**config.mk**
```make
export PLATFORM = sky130hd
export DESIGN_NAME = motor_param_config_bank
export DESIGN_NICKNAME = d
export VERILOG_FILES = /design/src/rtl/motor_cfg_pkg.sv /design/src/rtl/motor_param_config_bank.sv
export SDC_FILE = /design/constraint.sdc
export NUM_CORES = 1
export LEC_CHECK = 0
export ABC_CLOCK_PERIOD_IN_PS = 4300
export BUFFER_PORTS_ARGS = -buffer_cell sky130_fd_sc_hd__buf_2
export CAP_MARGIN = 10
export CORE_AREA = 2 2 94 96
export CTS_CLUSTER_DIAMETER = 50
export DETAILED_ROUTE_END_ITERATION = 12
export DIE_AREA = 0 0 96 98
export GPL_ROUTABILITY_DRIVEN = 0
export HOLD_SLACK_MARGIN = 0.12
export PLACE_DENSITY = 0.83
export SKIP_CTS_REPAIR_TIMING = 1
export SLEW_MARGIN = 20
export SYNTH_ARGS = -nofsm -noshare
export SYNTH_HDL_FRONTEND = slang
export SYNTH_SLANG_ARGS = --single-unit
```
**constraint.sdc**
```tcl
create_clock -name clk_in -period 4.3 [get_ports clk_in]
set_clock_uncertainty 0.15 [all_clocks]
set_input_delay 0.43 -clock clk_in [delete_from_list [all_inputs] [get_ports clk_in]]
set_output_delay 0.43 -clock clk_in [all_outputs]
set_load 0.02 [all_outputs]
```
**src/rtl/motor_cfg_pkg.sv**
```systemverilog
package motor_cfg_pkg;

  localparam int unsigned DATA_W = 16;
  localparam int unsigned ADDR_W = 8;

  // Register addresses
  localparam logic [7:0] TACH_RES_ADDR = 8'h90;
  localparam logic [7:0] BEMF_ADV_ADDR = 8'h91;
  localparam logic [7:0] STARTUP_ADDR = 8'h92;

  // Values after reset
  localparam logic [15:0] TACH_RES_RESET = 16'h0000;
  localparam logic [15:0] BEMF_ADV_RESET = 16'h0000;
  localparam logic [15:0] STARTUP_RESET = 16'h0000;

  // Writable bits per register; reserved bits are zero here
  localparam logic [15:0] TACH_RES_WMASK = 16'hFFFF;
  localparam logic [15:0] BEMF_ADV_WMASK = 16'h7FFF;
  localparam logic [15:0] STARTUP_WMASK = 16'hFFFF;

  // Field positions, tach and resistance register
  localparam int unsigned DITHER_LSB = 14;
  localparam int unsigned TACH_OL_LSB = 12;
  localparam int unsigned POLE_DIV_LSB = 8;
  localparam int unsigned CLK_ADJ_BIT = 7;
  localparam int unsigned RES_EXP_LSB = 4;
  localparam int unsigned RES_MANT_LSB = 0;

  // Field positions, constant and advance register
  localparam int unsigned CONST_EXP_LSB = 12;
  localparam int unsigned CONST_MANT_LSB = 8;
  localparam int unsigned ADV_POLICY_BIT = 7;
  localparam int unsigned ADV_EXP_LSB = 4;
  localparam int unsigned ADV_MANT_LSB = 0;

  // Field positions, startup register
  localparam int unsigned STAT_THR_LSB = 14;
  localparam int unsigned BRAKE_CUR_BIT = 13;
  localparam int unsigned HYST_BIT = 12;
  localparam int unsigned INIT_SPEED_BIT = 11;
  localparam int unsigned REVERSE_BIT = 10;
  localparam int unsigned REV_THR_LSB = 8;
  localparam int unsigned OL_CUR_LSB = 6;
  localparam int unsigned RAMP_LSB = 3;
  localparam int unsigned BRAKE_DUR_LSB = 0;

  // Dither codes
  typedef enum logic [1:0] {
    DITHER_OFF = 2'b00,
    DITHER_5PCT = 2'b01,
    DITHER_10PCT = 2'b10,
    DITHER_15PCT = 2'b11
  } dither_t;

  // Tach open-loop select codes
  typedef enum logic [1:0] {
    TACH_ALWAYS = 2'b00,
    TACH_CLOSED_DELAYED = 2'b01,
    TACH_CLOSED_FIRST_OL = 2'b10,
    TACH_RESERVED = 2'b11
  } tach_sel_t;

  // Closed-loop tach hold-off
  localparam int unsigned TACH_DELAY_MS = 280;
  localparam int unsigned CLK_HZ = 100_000_000;
  localparam longint unsigned TACH_DELAY_CYC = longint'(TACH_DELAY_MS) * CLK_HZ / 1000;

endpackage

```
**src/rtl/motor_param_config_bank.sv**
```systemverilog
`timescale 1ns/1ps
// Notes on behaviour
// Dither field: 00 none, 01 five, 10 ten, 11 fifteen percent spread.
// Tach select 00 toggles always; 10 closed loop and first open loop; 11 reserved.
// Tach select 01 silent in open loop, starts about 280 ms into closed loop.
// Tach frequency is electrical speed divided by pole divider plus one.
// Clock adjust bit clear means full-cycle, set means half-cycle adjustment.
// Resistance code is mantissa shifted left by exponent.
// Host splits resistance over 0.009615 into mantissa and exponent.
// BEMF constant is bits 11:8 shifted left by bits 14:12.
// Policy bit clear keeps advance fixed relative to estimated back-EMF.
// Policy bit set scales advance by supply minus back-EMF over supply.
// Advance time is bits 3:0 shifted left by bits 6:4.
// Host leaves bit 15 of the constant register alone; it reads zero.
// Constant and advance register at 0x91, reset zero, bit 15 reserved.
// Startup register at 0x92, reset zero, fully read-write with listed fields.
// Tach and resistance register at 0x90, reset zero, all fields read-write.
// Reserved bits ignore writes and read zero.
module motor_param_config_bank #(
  parameter longint unsigned TACH_DELAY_CYCLES = motor_cfg_pkg::TACH_DELAY_CYC
) (
  // Clock and reset
  input wire logic clk_in,
  input wire logic resetn_in,
  // Register port from the serial slave
  input wire logic [7:0] reg_addr_in,
  input wire logic [15:0] reg_wdata_in,
  input wire logic reg_wr_in,
  output logic [15:0] reg_rdata_out,
  // Motor engine status and events
  input wire logic closed_loop_in,
  input wire logic elec_edge_in,
  // Tach
  output logic tach_output_out,
  // Decoded configuration
  output logic [1:0] spread_dither_select_out,
  output logic clock_adjust_granularity_out,
  output logic [10:0] resistance_code_out,
  output logic [10:0] constant_code_out,
  output logic advance_timing_policy_out,
  output logic [10:0] advance_time_out,
  output logic [15:0] startup_cfg_out
);

  // Eleven bits hold the widest mantissa after the largest shift
  function automatic logic [10:0] mant_shift(input logic [3:0] m, input logic [2:0] e);
    mant_shift = {7'h00, m} << e;
  endfunction

  // Address decode shared by the write and read paths; 2'h3 means no register here
  function automatic logic [1:0] reg_slot(input logic [7:0] addr);
    unique case (addr)
      motor_cfg_pkg::TACH_RES_ADDR: reg_slot = 2'h0;
      motor_cfg_pkg::BEMF_ADV_ADDR: reg_slot = 2'h1;
      motor_cfg_pkg::STARTUP_ADDR: reg_slot = 2'h2;
      default: reg_slot = 2'h3;
    endcase
  endfunction

  ////////////////////////////////////////////////////////////////////////////
  // Register bank

  logic [15:0] tach_res_r, tach_res_nxt;
  logic [15:0] bemf_adv_r, bemf_adv_nxt;
  logic [15:0] startup_r, startup_nxt;

  // Masks drop writes to reserved bits, so those bits can never read back as one
  always_comb begin
    tach_res_nxt = tach_res_r;
    bemf_adv_nxt = bemf_adv_r;
    startup_nxt = startup_r;
    if (reg_wr_in) begin
      unique case (reg_slot(reg_addr_in))
        2'h0: begin
          tach_res_nxt = reg_wdata_in & motor_cfg_pkg::TACH_RES_WMASK;
        end
        2'h1: begin
          bemf_adv_nxt = reg_wdata_in & motor_cfg_pkg::BEMF_ADV_WMASK;
        end
        2'h2: begin
          startup_nxt = reg_wdata_in & motor_cfg_pkg::STARTUP_WMASK;
        end
        default: begin
        end
      endcase
    end
  end

  always_ff @(posedge clk_in or negedge resetn_in) begin
    if (!resetn_in) begin
      tach_res_r <= motor_cfg_pkg::TACH_RES_RESET;
      bemf_adv_r <= motor_cfg_pkg::BEMF_ADV_RESET;
      startup_r <= motor_cfg_pkg::STARTUP_RESET;
    end else begin
      tach_res_r <= tach_res_nxt;
      bemf_adv_r <= bemf_adv_nxt;
      startup_r <= startup_nxt;
    end
  end

  // Unmapped addresses read zero
  // Plain mux: read data follows the address within the same cycle
  always_comb begin
    unique case (reg_slot(reg_addr_in))
      2'h0: reg_rdata_out = tach_res_r;
      2'h1: reg_rdata_out = bemf_adv_r;
      2'h2: reg_rdata_out = startup_r;
      default: reg_rdata_out = 16'h0000;
    endcase
  end

  ////////////////////////////////////////////////////////////////////////////
  // Field decode

  // Dither select leaves undecoded, tach select gates the tach below, and mantissa-exponent pairs are expanded; the engine owns what each code means
  logic [1:0] tach_sel;
  logic [3:0] pole_div;
  assign tach_sel = tach_res_r[motor_cfg_pkg::TACH_OL_LSB +: 2];
  assign pole_div = tach_res_r[motor_cfg_pkg::POLE_DIV_LSB +: 4];
  assign spread_dither_select_out = tach_res_r[motor_cfg_pkg::DITHER_LSB +: 2];
  assign clock_adjust_granularity_out = tach_res_r[motor_cfg_pkg::CLK_ADJ_BIT];
  assign resistance_code_out = mant_shift(tach_res_r[motor_cfg_pkg::RES_MANT_LSB +: 4],
    tach_res_r[motor_cfg_pkg::RES_EXP_LSB +: 3]);
  assign constant_code_out = mant_shift(bemf_adv_r[motor_cfg_pkg::CONST_MANT_LSB +: 4],
    bemf_adv_r[motor_cfg_pkg::CONST_EXP_LSB +: 3]);
  // The engine applies fixed or scaled advance from this bit
  assign advance_timing_policy_out = bemf_adv_r[motor_cfg_pkg::ADV_POLICY_BIT];
  assign advance_time_out = mant_shift(bemf_adv_r[motor_cfg_pkg::ADV_MANT_LSB +: 4],
    bemf_adv_r[motor_cfg_pkg::ADV_EXP_LSB +: 3]);
  assign startup_cfg_out = startup_r;

  ////////////////////////////////////////////////////////////////////////////
  // Loop history

  logic seen_closed_r, seen_closed_nxt;
  logic first_ol_r, first_ol_nxt;

  // The first open-loop run is the one before closed loop is ever reached
  always_comb begin
    seen_closed_nxt = seen_closed_r | closed_loop_in;
    first_ol_nxt = first_ol_r;
    if (!closed_loop_in && seen_closed_r) begin
      first_ol_nxt = 1'b0;
    end
  end

  always_ff @(posedge clk_in or negedge resetn_in) begin
    if (!resetn_in) begin
      seen_closed_r <= 1'b0;
      first_ol_r <= 1'b1;
    end else begin
      seen_closed_r <= seen_closed_nxt;
      first_ol_r <= first_ol_nxt;
    end
  end

  ////////////////////////////////////////////////////////////////////////////
  // Closed-loop hold-off

  // A 32-bit count limits the hold-off to about four billion cycles
  logic [31:0] delay_cnt_r, delay_cnt_nxt;
  logic delay_done_r, delay_done_nxt;

  // Any drop out of closed loop restarts the hold-off from zero
  always_comb begin
    delay_cnt_nxt = delay_cnt_r;
    delay_done_nxt = delay_done_r;
    if (!closed_loop_in) begin
      delay_cnt_nxt = 32'h0000_0000;
      delay_done_nxt = 1'b0;
    end else if (!delay_done_r) begin
      if (delay_cnt_r >= 32'(TACH_DELAY_CYCLES - 1)) begin
        delay_done_nxt = 1'b1;
      end else begin
        delay_cnt_nxt = delay_cnt_r + 32'h0000_0001;
      end
    end
  end

  always_ff @(posedge clk_in or negedge resetn_in) begin
    if (!resetn_in) begin
      delay_cnt_r <= 32'h0000_0000;
      delay_done_r <= 1'b0;
    end else begin
      delay_cnt_r <= delay_cnt_nxt;
      delay_done_r <= delay_done_nxt;
    end
  end

  ////////////////////////////////////////////////////////////////////////////
  // Tach divider

  logic [3:0] div_cnt_r, div_cnt_nxt;
  logic tach_r, tach_nxt;
  logic tach_gate;

  // Gating off clears the divider but holds the level, so no runt pulse leaves the pin
  always_comb begin
    unique case (tach_sel)
      motor_cfg_pkg::TACH_ALWAYS: tach_gate = 1'b1;
      motor_cfg_pkg::TACH_CLOSED_DELAYED: tach_gate = closed_loop_in & delay_done_r;
      motor_cfg_pkg::TACH_CLOSED_FIRST_OL: tach_gate = closed_loop_in | first_ol_r;
      default: tach_gate = 1'b0;
    endcase
    div_cnt_nxt = div_cnt_r;
    tach_nxt = tach_r;
    if (!tach_gate) begin
      div_cnt_nxt = 4'h0;
    end else if (elec_edge_in) begin
      if (div_cnt_r >= pole_div) begin
        div_cnt_nxt = 4'h0;
        tach_nxt = ~tach_r;
      end else begin
        div_cnt_nxt = div_cnt_r + 4'h1;
      end
    end
  end

  always_ff @(posedge clk_in or negedge resetn_in) begin
    if (!resetn_in) begin
      div_cnt_r <= 4'h0;
      tach_r <= 1'b0;
    end else begin
      div_cnt_r <= div_cnt_nxt;
      tach_r <= tach_nxt;
    end
  end

  assign tach_output_out = tach_r;

endmodule

```
==> report_table.html, run 1 <==
<table>
<tr><th>Metric</th><th>Value</th></tr>
<tr><th colspan="2">STA</th></tr>
<tr><td>Worst-margin pin slew</td><td>0.970 ns</td></tr>
<tr><td>Unrepaired setup endpoints after global routing</td><td>no</td></tr>
<tr><td>Final critical delay including setup and external delays</td><td>2.69 ns</td></tr>
<tr><td>Final Max Tran Viols</td><td>0</td></tr>
<tr><td>Final worst setup slack</td><td>1.61 ns</td></tr>
<tr><td>Max-Slew Margin vs Limit</td><td>35.2%</td></tr>
<tr><td>Count of final setup violators</td><td>0</td></tr>
<tr><td>Final setup TNS</td><td>0 ns</td></tr>
<tr><td>Period utilisation layout</td><td>62.5%</td></tr>
<tr><td>Final Hold Fails</td><td>0</td></tr>
<tr><td>Maximum frequency from static timing analysis</td><td>372 MHz</td></tr>
<tr><th colspan="2">Setup path</th></tr>
<tr><td>Crit-path most repeated cell</td><td>sky130_fd_sc_hd__buf_2</td></tr>
<tr><td>Crit path cell chain</td><td>buf_2 &gt; nor2b_1 &gt; a21oi_1 &gt; nor2_1 &gt; buf_2</td></tr>
<tr><td>Critical Path Sink Type</td><td>output pin</td></tr>
<tr><td>Critical setup path kind</td><td>in -&gt; out</td></tr>
<tr><td>Required time at the endpoint of the critical path</td><td>3.72 ns</td></tr>
<tr><td>Highest fanout seen on the critical path</td><td>20</td></tr>
<tr><td>Critical Path Max Stage Delay</td><td>0.83 ns</td></tr>
<tr><td>Type of element launching the critical path</td><td>input port</td></tr>
<tr><td>Slowest cell on the critical path</td><td>sky130_fd_sc_hd__nor2b_1</td></tr>
<tr><td>Signal arrival time at the worst endpoint</td><td>2.11 ns</td></tr>
<tr><th colspan="2">Floorplanning</th></tr>
<tr><td>Horizontal die dimension</td><td>96 um</td></tr>
<tr><td>Number of rows in the core area</td><td>34</td></tr>
<tr><td>Placeable core region</td><td>8470 sq um</td></tr>
<tr><td>Die Height</td><td>98 um</td></tr>
<tr><td>Die Outline Area</td><td>9410 sq um</td></tr>
<tr><td>Top Ports</td><td>99</td></tr>
<tr><td>Starting density of the core</td><td>57.6%</td></tr>
<tr><th colspan="2">Clock tree</th></tr>
<tr><td>Cell at the root of the clock tree</td><td>sky130_fd_sc_hd__clkbuf_8</td></tr>
<tr><td>TritonCTS clock tree</td><td>done</td></tr>
<tr><td>Worst-case clock buffer depth</td><td>2</td></tr>
<tr><td>Clock latency reported for the late side of the worst-skew pair</td><td>0.36 ns</td></tr>
<tr><td>Clock slew seen by the registers of the worst setup and hold paths</td><td>0.09 ns</td></tr>
<tr><td>H-tree depth reported by CTS</td><td>3</td></tr>
<tr><td>TritonCTS Buffers</td><td>9</td></tr>
<tr><td>Clock net sink count</td><td>87</td></tr>
<tr><th colspan="2">GRT</th></tr>
<tr><td>Via count of the first global-routing pass</td><td>3,879</td></tr>
<tr><td>Overall Global Routing Usage</td><td>24.1%</td></tr>
<tr><td>Initial antenna violation count</td><td>0</td></tr>
<tr><td>Pin count of the biggest net entering global routing</td><td>88</td></tr>
<tr><td>Global-route wire length before repair</td><td>18.1 mm</td></tr>
<tr><td>Total global routing overflow</td><td>0</td></tr>
<tr><th colspan="2">Power and ir drop</th></tr>
<tr><td>Fraction of power spent switching nets</td><td>28.7%</td></tr>
<tr><td>Power density over the cells</td><td>286 nW/um^2</td></tr>
<tr><td>Worst VDD drop</td><td>0.197 mV</td></tr>
<tr><td>Reported net switching power</td><td>457 uW</td></tr>
<tr><td>Part of the power in registers</td><td>55.5%</td></tr>
<tr><td>Leakage power total</td><td>0.00266 uW</td></tr>
<tr><td>Internal power contribution</td><td>1140 uW</td></tr>
<tr><td>Clock share of power</td><td>32.6%</td></tr>
<tr><td>Relative contribution of combinational cells to total power</td><td>11.9%</td></tr>
<tr><th colspan="2">Route</th></tr>
<tr><td>Final antenna-violating net count</td><td>0</td></tr>
<tr><td>Total number of vias</td><td>4,094</td></tr>
<tr><td>Via/cell ratio</td><td>5.92</td></tr>
<tr><td>WL final</td><td>10.9 mm</td></tr>
<tr><td>Length of the first detailed-routing pass in iterations</td><td>4</td></tr>
<tr><td>Number of DRC violations after detailed-routing iteration 0</td><td>177</td></tr>
<tr><td>DRC Markers</td><td>0</td></tr>
<tr><td>Routed wirelength normalized by instance count</td><td>15.8 um</td></tr>
<tr><th colspan="2">Finish</th></tr>
<tr><td>Number of fillers in the final layout</td><td>661</td></tr>
<tr><td>Most frequent standard cell in the layout excluding fill and tap cells</td><td>sky130_fd_sc_hd__buf_2</td></tr>
<tr><td>Area of all sequential standard cells</td><td>2180 sq um</td></tr>
<tr><td>Antenna diode count</td><td>0</td></tr>
<tr><td>Number of nets in the layout</td><td>613</td></tr>
<tr><td>Top library cells by usage in the layout, fill and taps aside</td><td>97 x sky130_fd_sc_hd__buf_2, 86 x sky130_fd_sc_hd__dfrtp_1, 53 x sky130_fd_sc_hd__nor2_1</td></tr>
<tr><td>Total area of multi-input combinational cells</td><td>2520 sq um</td></tr>
<tr><td>Fraction of final layout cells sized beyond drive strength 1</td><td>29.8%</td></tr>
<tr><td>Synth-to-layout area growth</td><td>14.3%</td></tr>
<tr><th colspan="2">Yosys</th></tr>
<tr><td>FF+latch count, synth</td><td>87</td></tr>
<tr><td>Number of distinct library cell variants in the gate-level netlist after synthesis</td><td>53</td></tr>
<tr><td>Post-synth top area cell</td><td>sky130_fd_sc_hd__dfrtp_1</td></tr>
<tr><td>Cells taking the most area after synthesis</td><td>sky130_fd_sc_hd__dfrtp_1 44%, sky130_fd_sc_hd__mux2_2 12%, sky130_fd_sc_hd__mux2i_1 6.4%</td></tr>
<tr><td>Number of flops mapped to enable cells by yosys</td><td>0</td></tr>
<tr><td>Syn nets</td><td>533</td></tr>
<tr><td>Netlist Area Pre-Place</td><td>4880 sq um</td></tr>
<tr><td>Predominant post-synthesis flop cell</td><td>sky130_fd_sc_hd__dfrtp_1</td></tr>
<tr><td>Synth top area share</td><td>44.1%</td></tr>
<tr><td>Post-synthesis instance total</td><td>498</td></tr>
<tr><td>Count of yosys warnings during synthesis</td><td>0</td></tr>
<tr><td>Synthesized area per cell</td><td>9.79 sq um</td></tr>
<tr><td>Proportion of synthesized flip-flops having asynchronous set or reset</td><td>100%</td></tr>
<tr><td>Share of synthesized area occupied by flip-flops and latches</td><td>44.7%</td></tr>
<tr><th colspan="2">Placement</th></tr>
<tr><td>Placement-stage worst setup slack</td><td>1.40 ns</td></tr>
<tr><td>Post-DP HPWL</td><td>7.90 mm</td></tr>
<tr><td>IO Port Bufs</td><td>98</td></tr>
<tr><th colspan="2">Outcome</th></tr>
<tr><td>Result of the run</td><td>completed</td></tr>
<tr><th colspan="2">Job</th></tr>
<tr><td>Max cap viols</td><td>0</td></tr>
<tr><th colspan="2">Hold path</th></tr>
<tr><td>Path class of the lowest-slack min-delay path</td><td>in -&gt; reg</td></tr>
</table>
## stage by stage
stage	area, sq um	util [%]	cells	hold slack, ns	total power (uW)
finish	5580	65.9	691	0.179	1600
global route	5580	65.9	691	0.162	1670
CTS	5560	65.7	690	0.147	1610
detailed placement	5390	63.6	674	0.287	1090
global placement	5390	63.6	674	0.261	1080
floorplan	4880	-	498	-0.0156	1010
## power groups by stage
stage	combinational [uW]	sequential, uW	clock (uW)
final	189	886	520
after global placement	184	899	0
after detailed placement	189	901	0
after global routing	211	892	571
after floorplan	112	901	0
after CTS	190	885	537
## cells in the mapped netlist (all sizes together), types with 3 or more instances
library cell and number:
nor4b 4, or3 3, buf 6, nor3 11
nand3 12, o22ai 6, nand3b 3, nor4 7
inv 11, a211oi 3, dfrtp 86, and4 3
or4 11, mux2i 31, nand2 46, o21bai 3
nand4 3, clkbuf 26, a21oi 34, or2 3
nor2 53, mux2 54, o21ai 11, nor2b 4
ha 6, o31ai 11, and3 3, and2 8
nand2b 15
## layout make-up
| class | instances | area share (%) |
|---|---|---|
| inverters | 11 | 0.740 |
| repair buffers | 101 | 9.36 |
| well taps | 108 | 2.42 |
| clock buffers | 9 | 2.22 |
| multi-input cells | 368 | 45.2 |
| clock inverters | 7 | 0.965 |
| flip-flops and latches | 87 | 39.1 |
## worst max-delay path, delay by kind of cell
kind,cells,cell delay [ns]
compound gates,1,0.17
buf+inv,2,0.51
simple gates,2,0.98
## flip-flops by register name, indices dropped and copies added (netlist names)
signal	cells
startup_cfg_out	16
delay_cnt_r	32
first_ol_r	1
div_cnt_r	4
bemf_adv_r	15
delay_done_r	1
seen_closed_r	1
tach_res_r	16
tach_output_out	1
## routing by layer
metal | vias up | share of wire, % | GRT usage, %
met3 | 16 | 4.7 | 4.09
met1 | 2017 | 44 | 31.4
met2 | 112 | 50 | 40.7
met4 | 0 | 1.7 | 7.69
met5 | - | 0 | 0
li1 | 1949 | - | -
## worst paths after layout
kind,slack [ns],cells after the start,start,endpoint
max,1.61,5,reg_addr_in[0],reg_rdata_out[10]
min,0.18,2,reg_wdata_in[10],bemf_adv_r[10]
max reg2reg,1.89,5,delay_cnt_r[27],delay_cnt_r[16]
min reg2reg,0.27,1,seen_closed_r,first_ol_r
max in group asynchronous,2.93,2,resetn_in,delay_cnt_r[7]
min in group asynchronous,0.54,2,resetn_in,delay_cnt_r[12]
## kinds of logic (layout without fill, tap and decap cells)
family / count (synthesis) / count (layout) / share of synthesized area (%)
multiplexers: 85 / 85 / 18.8
flip-flops: 87 / 87 / 44.7
buffers and inverters: 43 / 128 / 3.62
XOR/XNOR: 3 / 3 / 0.539
adder cells (fa/ha/maj): 6 / 6 / 1.54
AO/OA/AOI/OAI: 79 / 79 / 9.95
AND/OR/NAND/NOR: 195 / 195 / 20.9
No activity file was read; power rests on OpenSTA's default activity.
==> inputs of run 2 (changes only) <==
--- a/config.mk
+++ b/config.mk
@@ -5,16 +5,16 @@
 export SDC_FILE = /design/constraint.sdc
 export NUM_CORES = 1
 export LEC_CHECK = 0
-export ABC_CLOCK_PERIOD_IN_PS = 4300
+export ABC_CLOCK_PERIOD_IN_PS = 2500
 export BUFFER_PORTS_ARGS = -buffer_cell sky130_fd_sc_hd__buf_2
 export CAP_MARGIN = 10
-export CORE_AREA = 2 2 94 96
+export CORE_AREA = 2 2 98 100
 export CTS_CLUSTER_DIAMETER = 50
 export DETAILED_ROUTE_END_ITERATION = 12
-export DIE_AREA = 0 0 96 98
+export DIE_AREA = 0 0 100 102
 export GPL_ROUTABILITY_DRIVEN = 0
 export HOLD_SLACK_MARGIN = 0.12
-export PLACE_DENSITY = 0.83
+export PLACE_DENSITY = 0.77
 export SKIP_CTS_REPAIR_TIMING = 1
 export SLEW_MARGIN = 20
 export SYNTH_ARGS = -nofsm -noshare
==> constraint.sdc (replaced) <==
create_clock -name clk_in -period 2.5 [get_ports clk_in]
set_clock_uncertainty 0.15 [all_clocks]
set_input_delay 0.25 -clock clk_in [delete_from_list [all_inputs] [get_ports clk_in]]
set_output_delay 0.25 -clock clk_in [all_outputs]
set_load 0.02 [all_outputs]
==> report_table.html, run 2 (synthesis results as in run 1) <==
<table>
<tr><th>Metric</th><th>Value</th></tr>
<tr><th colspan="2">Outcome</th></tr>
<tr><td>Result of the run</td><td>completed</td></tr>
<tr><th colspan="2">Finish</th></tr>
<tr><td>Synth-to-layout area growth</td><td>20.1%</td></tr>
<tr><td>Most frequent standard cell in the layout excluding fill and tap cells</td><td>sky130_fd_sc_hd__buf_2</td></tr>
<tr><td>Top library cells by usage in the layout, fill and taps aside</td><td>97 x sky130_fd_sc_hd__buf_2, 86 x sky130_fd_sc_hd__dfrtp_1, 53 x sky130_fd_sc_hd__nor2_1</td></tr>
<tr><td>Most flops, register</td><td>delay_cnt_r</td></tr>
<tr><td>Number of nets in the layout</td><td>640</td></tr>
<tr><td>Fraction of final layout cells sized beyond drive strength 1</td><td>30.3%</td></tr>
<tr><td>Antenna diode count</td><td>0</td></tr>
<tr><td>Flip-flop count of the largest register after layout</td><td>32</td></tr>
<tr><td>Number of fillers in the final layout</td><td>720</td></tr>
<tr><th colspan="2">Setup path</th></tr>
<tr><td>CP delay by family, top</td><td>simple AND/OR/NAND/NOR gates</td></tr>
<tr><td>Buffers plus inverters on the worst setup path</td><td>0</td></tr>
<tr><td>Highest fanout seen on the critical path</td><td>7</td></tr>
<tr><td>Critical Path Max Stage Delay</td><td>0.48 ns</td></tr>
<tr><td>Required time at the endpoint of the critical path</td><td>2.63 ns</td></tr>
<tr><td>Critical setup path kind</td><td>reg -&gt; reg</td></tr>
<tr><td>Reg-to-reg setup timing slack</td><td>0.15 ns</td></tr>
<tr><td>Logic depth of the worst register-to-register path</td><td>6</td></tr>
<tr><td>Slowest cell on the critical path</td><td>sky130_fd_sc_hd__a2111o_1</td></tr>
<tr><td>Type of element launching the critical path</td><td>flop</td></tr>
<tr><td>Origin of the critical flop-to-flop path</td><td>delay_cnt_r[0]</td></tr>
<tr><td>Crit path cell chain</td><td>ha_1 &gt; nand4_1 &gt; or2_1 &gt; a2111o_1 &gt; or4_1 &gt; a21oi_1</td></tr>
<tr><td>Signal arrival time at the worst endpoint</td><td>2.48 ns</td></tr>
<tr><td>Critical Path Sink Type</td><td>flop</td></tr>
<tr><td>Reg2reg end</td><td>delay_cnt_r[12]</td></tr>
<tr><th colspan="2">Floorplanning</th></tr>
<tr><td>Starting density of the core</td><td>53.5%</td></tr>
<tr><td>Die Outline Area</td><td>10,200 sq um</td></tr>
<tr><td>Horizontal die dimension</td><td>100 um</td></tr>
<tr><td>Number of rows in the core area</td><td>35</td></tr>
<tr><td>Top Ports</td><td>99</td></tr>
<tr><td>Die Height</td><td>102 um</td></tr>
<tr><td>Placeable core region</td><td>9110 sq um</td></tr>
<tr><th colspan="2">GRT</th></tr>
<tr><td>Initial antenna violation count</td><td>0</td></tr>
<tr><td>Global-route wire length before repair</td><td>19.1 mm</td></tr>
<tr><td>Pin count of the biggest net entering global routing</td><td>57</td></tr>
<tr><td>Via count of the first global-routing pass</td><td>3,887</td></tr>
<tr><td>Total global routing overflow</td><td>0</td></tr>
<tr><td>Overall Global Routing Usage</td><td>23.4%</td></tr>
<tr><th colspan="2">Hold path</th></tr>
<tr><td>Worst Hold Depth</td><td>1</td></tr>
<tr><td>Startpoint of the lowest-slack hold path</td><td>seen_closed_r</td></tr>
<tr><td>Path class of the lowest-slack min-delay path</td><td>reg -&gt; reg</td></tr>
<tr><td>End point of the worst hold path</td><td>first_ol_r</td></tr>
<tr><th colspan="2">STA</th></tr>
<tr><td>Final critical delay including setup and external delays</td><td>2.35 ns</td></tr>
<tr><td>Final Max Tran Viols</td><td>0</td></tr>
<tr><td>Final setup TNS</td><td>0 ns</td></tr>
<tr><td>Final Hold Fails</td><td>0</td></tr>
<tr><td>Worst-margin pin slew</td><td>0.994 ns</td></tr>
<tr><td>Max-Slew Margin vs Limit</td><td>33.6%</td></tr>
<tr><td>Maximum frequency from static timing analysis</td><td>426 MHz</td></tr>
<tr><td>Period utilisation layout</td><td>93.9%</td></tr>
<tr><td>Unrepaired setup endpoints after global routing</td><td>no</td></tr>
<tr><td>Count of final setup violators</td><td>0</td></tr>
<tr><th colspan="2">Clock tree</th></tr>
<tr><td>Clock latency reported for the late side of the worst-skew pair</td><td>0.36 ns</td></tr>
<tr><td>Clock slew seen by the registers of the worst setup and hold paths</td><td>0.09 ns</td></tr>
<tr><td>Cell at the root of the clock tree</td><td>sky130_fd_sc_hd__clkbuf_8</td></tr>
<tr><td>Worst-case clock buffer depth</td><td>2</td></tr>
<tr><td>H-tree depth reported by CTS</td><td>3</td></tr>
<tr><td>Clock net sink count</td><td>87</td></tr>
<tr><td>TritonCTS clock tree</td><td>done</td></tr>
<tr><td>TritonCTS Buffers</td><td>9</td></tr>
<tr><th colspan="2">Job</th></tr>
<tr><td>Max cap viols</td><td>0</td></tr>
<tr><th colspan="2">Placement</th></tr>
<tr><td>IO Port Bufs</td><td>98</td></tr>
<tr><td>Post-DP HPWL</td><td>8.40 mm</td></tr>
<tr><th colspan="2">Route</th></tr>
<tr><td>Via/cell ratio</td><td>5.86</td></tr>
<tr><td>Total number of vias</td><td>4,228</td></tr>
<tr><td>Number of DRC violations after detailed-routing iteration 0</td><td>148</td></tr>
<tr><td>WL final</td><td>11.8 mm</td></tr>
<tr><td>Routed wirelength normalized by instance count</td><td>16.4 um</td></tr>
<tr><td>Length of the first detailed-routing pass in iterations</td><td>4</td></tr>
<tr><td>DRC Markers</td><td>0</td></tr>
<tr><td>Final antenna-violating net count</td><td>0</td></tr>
<tr><th colspan="2">Power and ir drop</th></tr>
<tr><td>Worst VDD drop</td><td>0.389 mV</td></tr>
<tr><td>Final Total Pwr</td><td>2830 uW</td></tr>
<tr><td>Power density over the cells</td><td>483 nW/um^2</td></tr>
<tr><td>Leakage power total</td><td>0.00278 uW</td></tr>
</table>
run 2: cell count changes in the layout (fill, tap and decap cells not counted), moves of 2 or more:
cell / change
sky130_fd_sc_hd__buf_4: +9
sky130_fd_sc_hd__clkinv_4: +2
sky130_fd_sc_hd__dlygate4sd3_1: +18
sky130_fd_sc_hd__inv_6: -2
run 2: worst reg2reg max path: cells and delay by family, from the launching register on:
family / cells / cell delay [ns]
flip-flops: 1 / 0.41
AO/OA/AOI/OAI: 2 / 0.63
adder cells (fa/ha/maj): 1 / 0.21
AND/OR/NAND/NOR: 3 / 0.87
run 2: worst max path at each step:
stage | from | end | slack [ns] | cells past startpoint
floorplan | delay_cnt_r[10] | delay_cnt_r[14] | 0.34 | 5
global placement | delay_cnt_r[27] | delay_cnt_r[16] | 0.18 | 5
detailed placement | delay_cnt_r[27] | delay_cnt_r[16] | 0.13 | 5
CTS | delay_cnt_r[27] | delay_cnt_r[24] | 0.08 | 5
global route | delay_cnt_r[0] | delay_cnt_r[14] | 0.002 | 6
finish | delay_cnt_r[0] | delay_cnt_r[12] | 0.15 | 6
run 2: layer usage:
metal	part of all wire [%]	track usage, %
met3	4.7	4.17
met1	44	30.3
met5	0	0
met4	1.0	5.16
met2	50	41.6
run 2: layout make-up:
cell class                 instances  area (sq um)  area share, %
multi-input combinational        368          2530           43.2
sequential                        87          2180           37.2
timing repair buffer             128           778           13.3
tap                              111           139           2.37
clock buffer                      10           138           2.35
clock inverter                     6          52.6          0.897
inverter                          11          41.3          0.705
run 2: power by group:
part / leakage, uW / switching (uW) / internal, uW
sequential: 0.00119 / 67.8 / 1460
combinational: 0.00150 / 206 / 154
clock: 0.0000910 / 540 / 402
run 2: metrics by stage:
stage	hold slack, ns	cell area (sq um)	std cells	worst slack [ns]	util (%)
5_1_grt	0.318	5860	721	0.00226	64.3
3_3_place_gp	0.198	5470	686	0.179	60.0
4_1_cts	-0.179	5660	702	0.0811	62.1
3_5_place_dp	0.210	5470	686	0.129	60.0
6_report	0.277	5860	721	0.152	64.3
2_1_floorplan	-0.196	4880	498	0.339	-
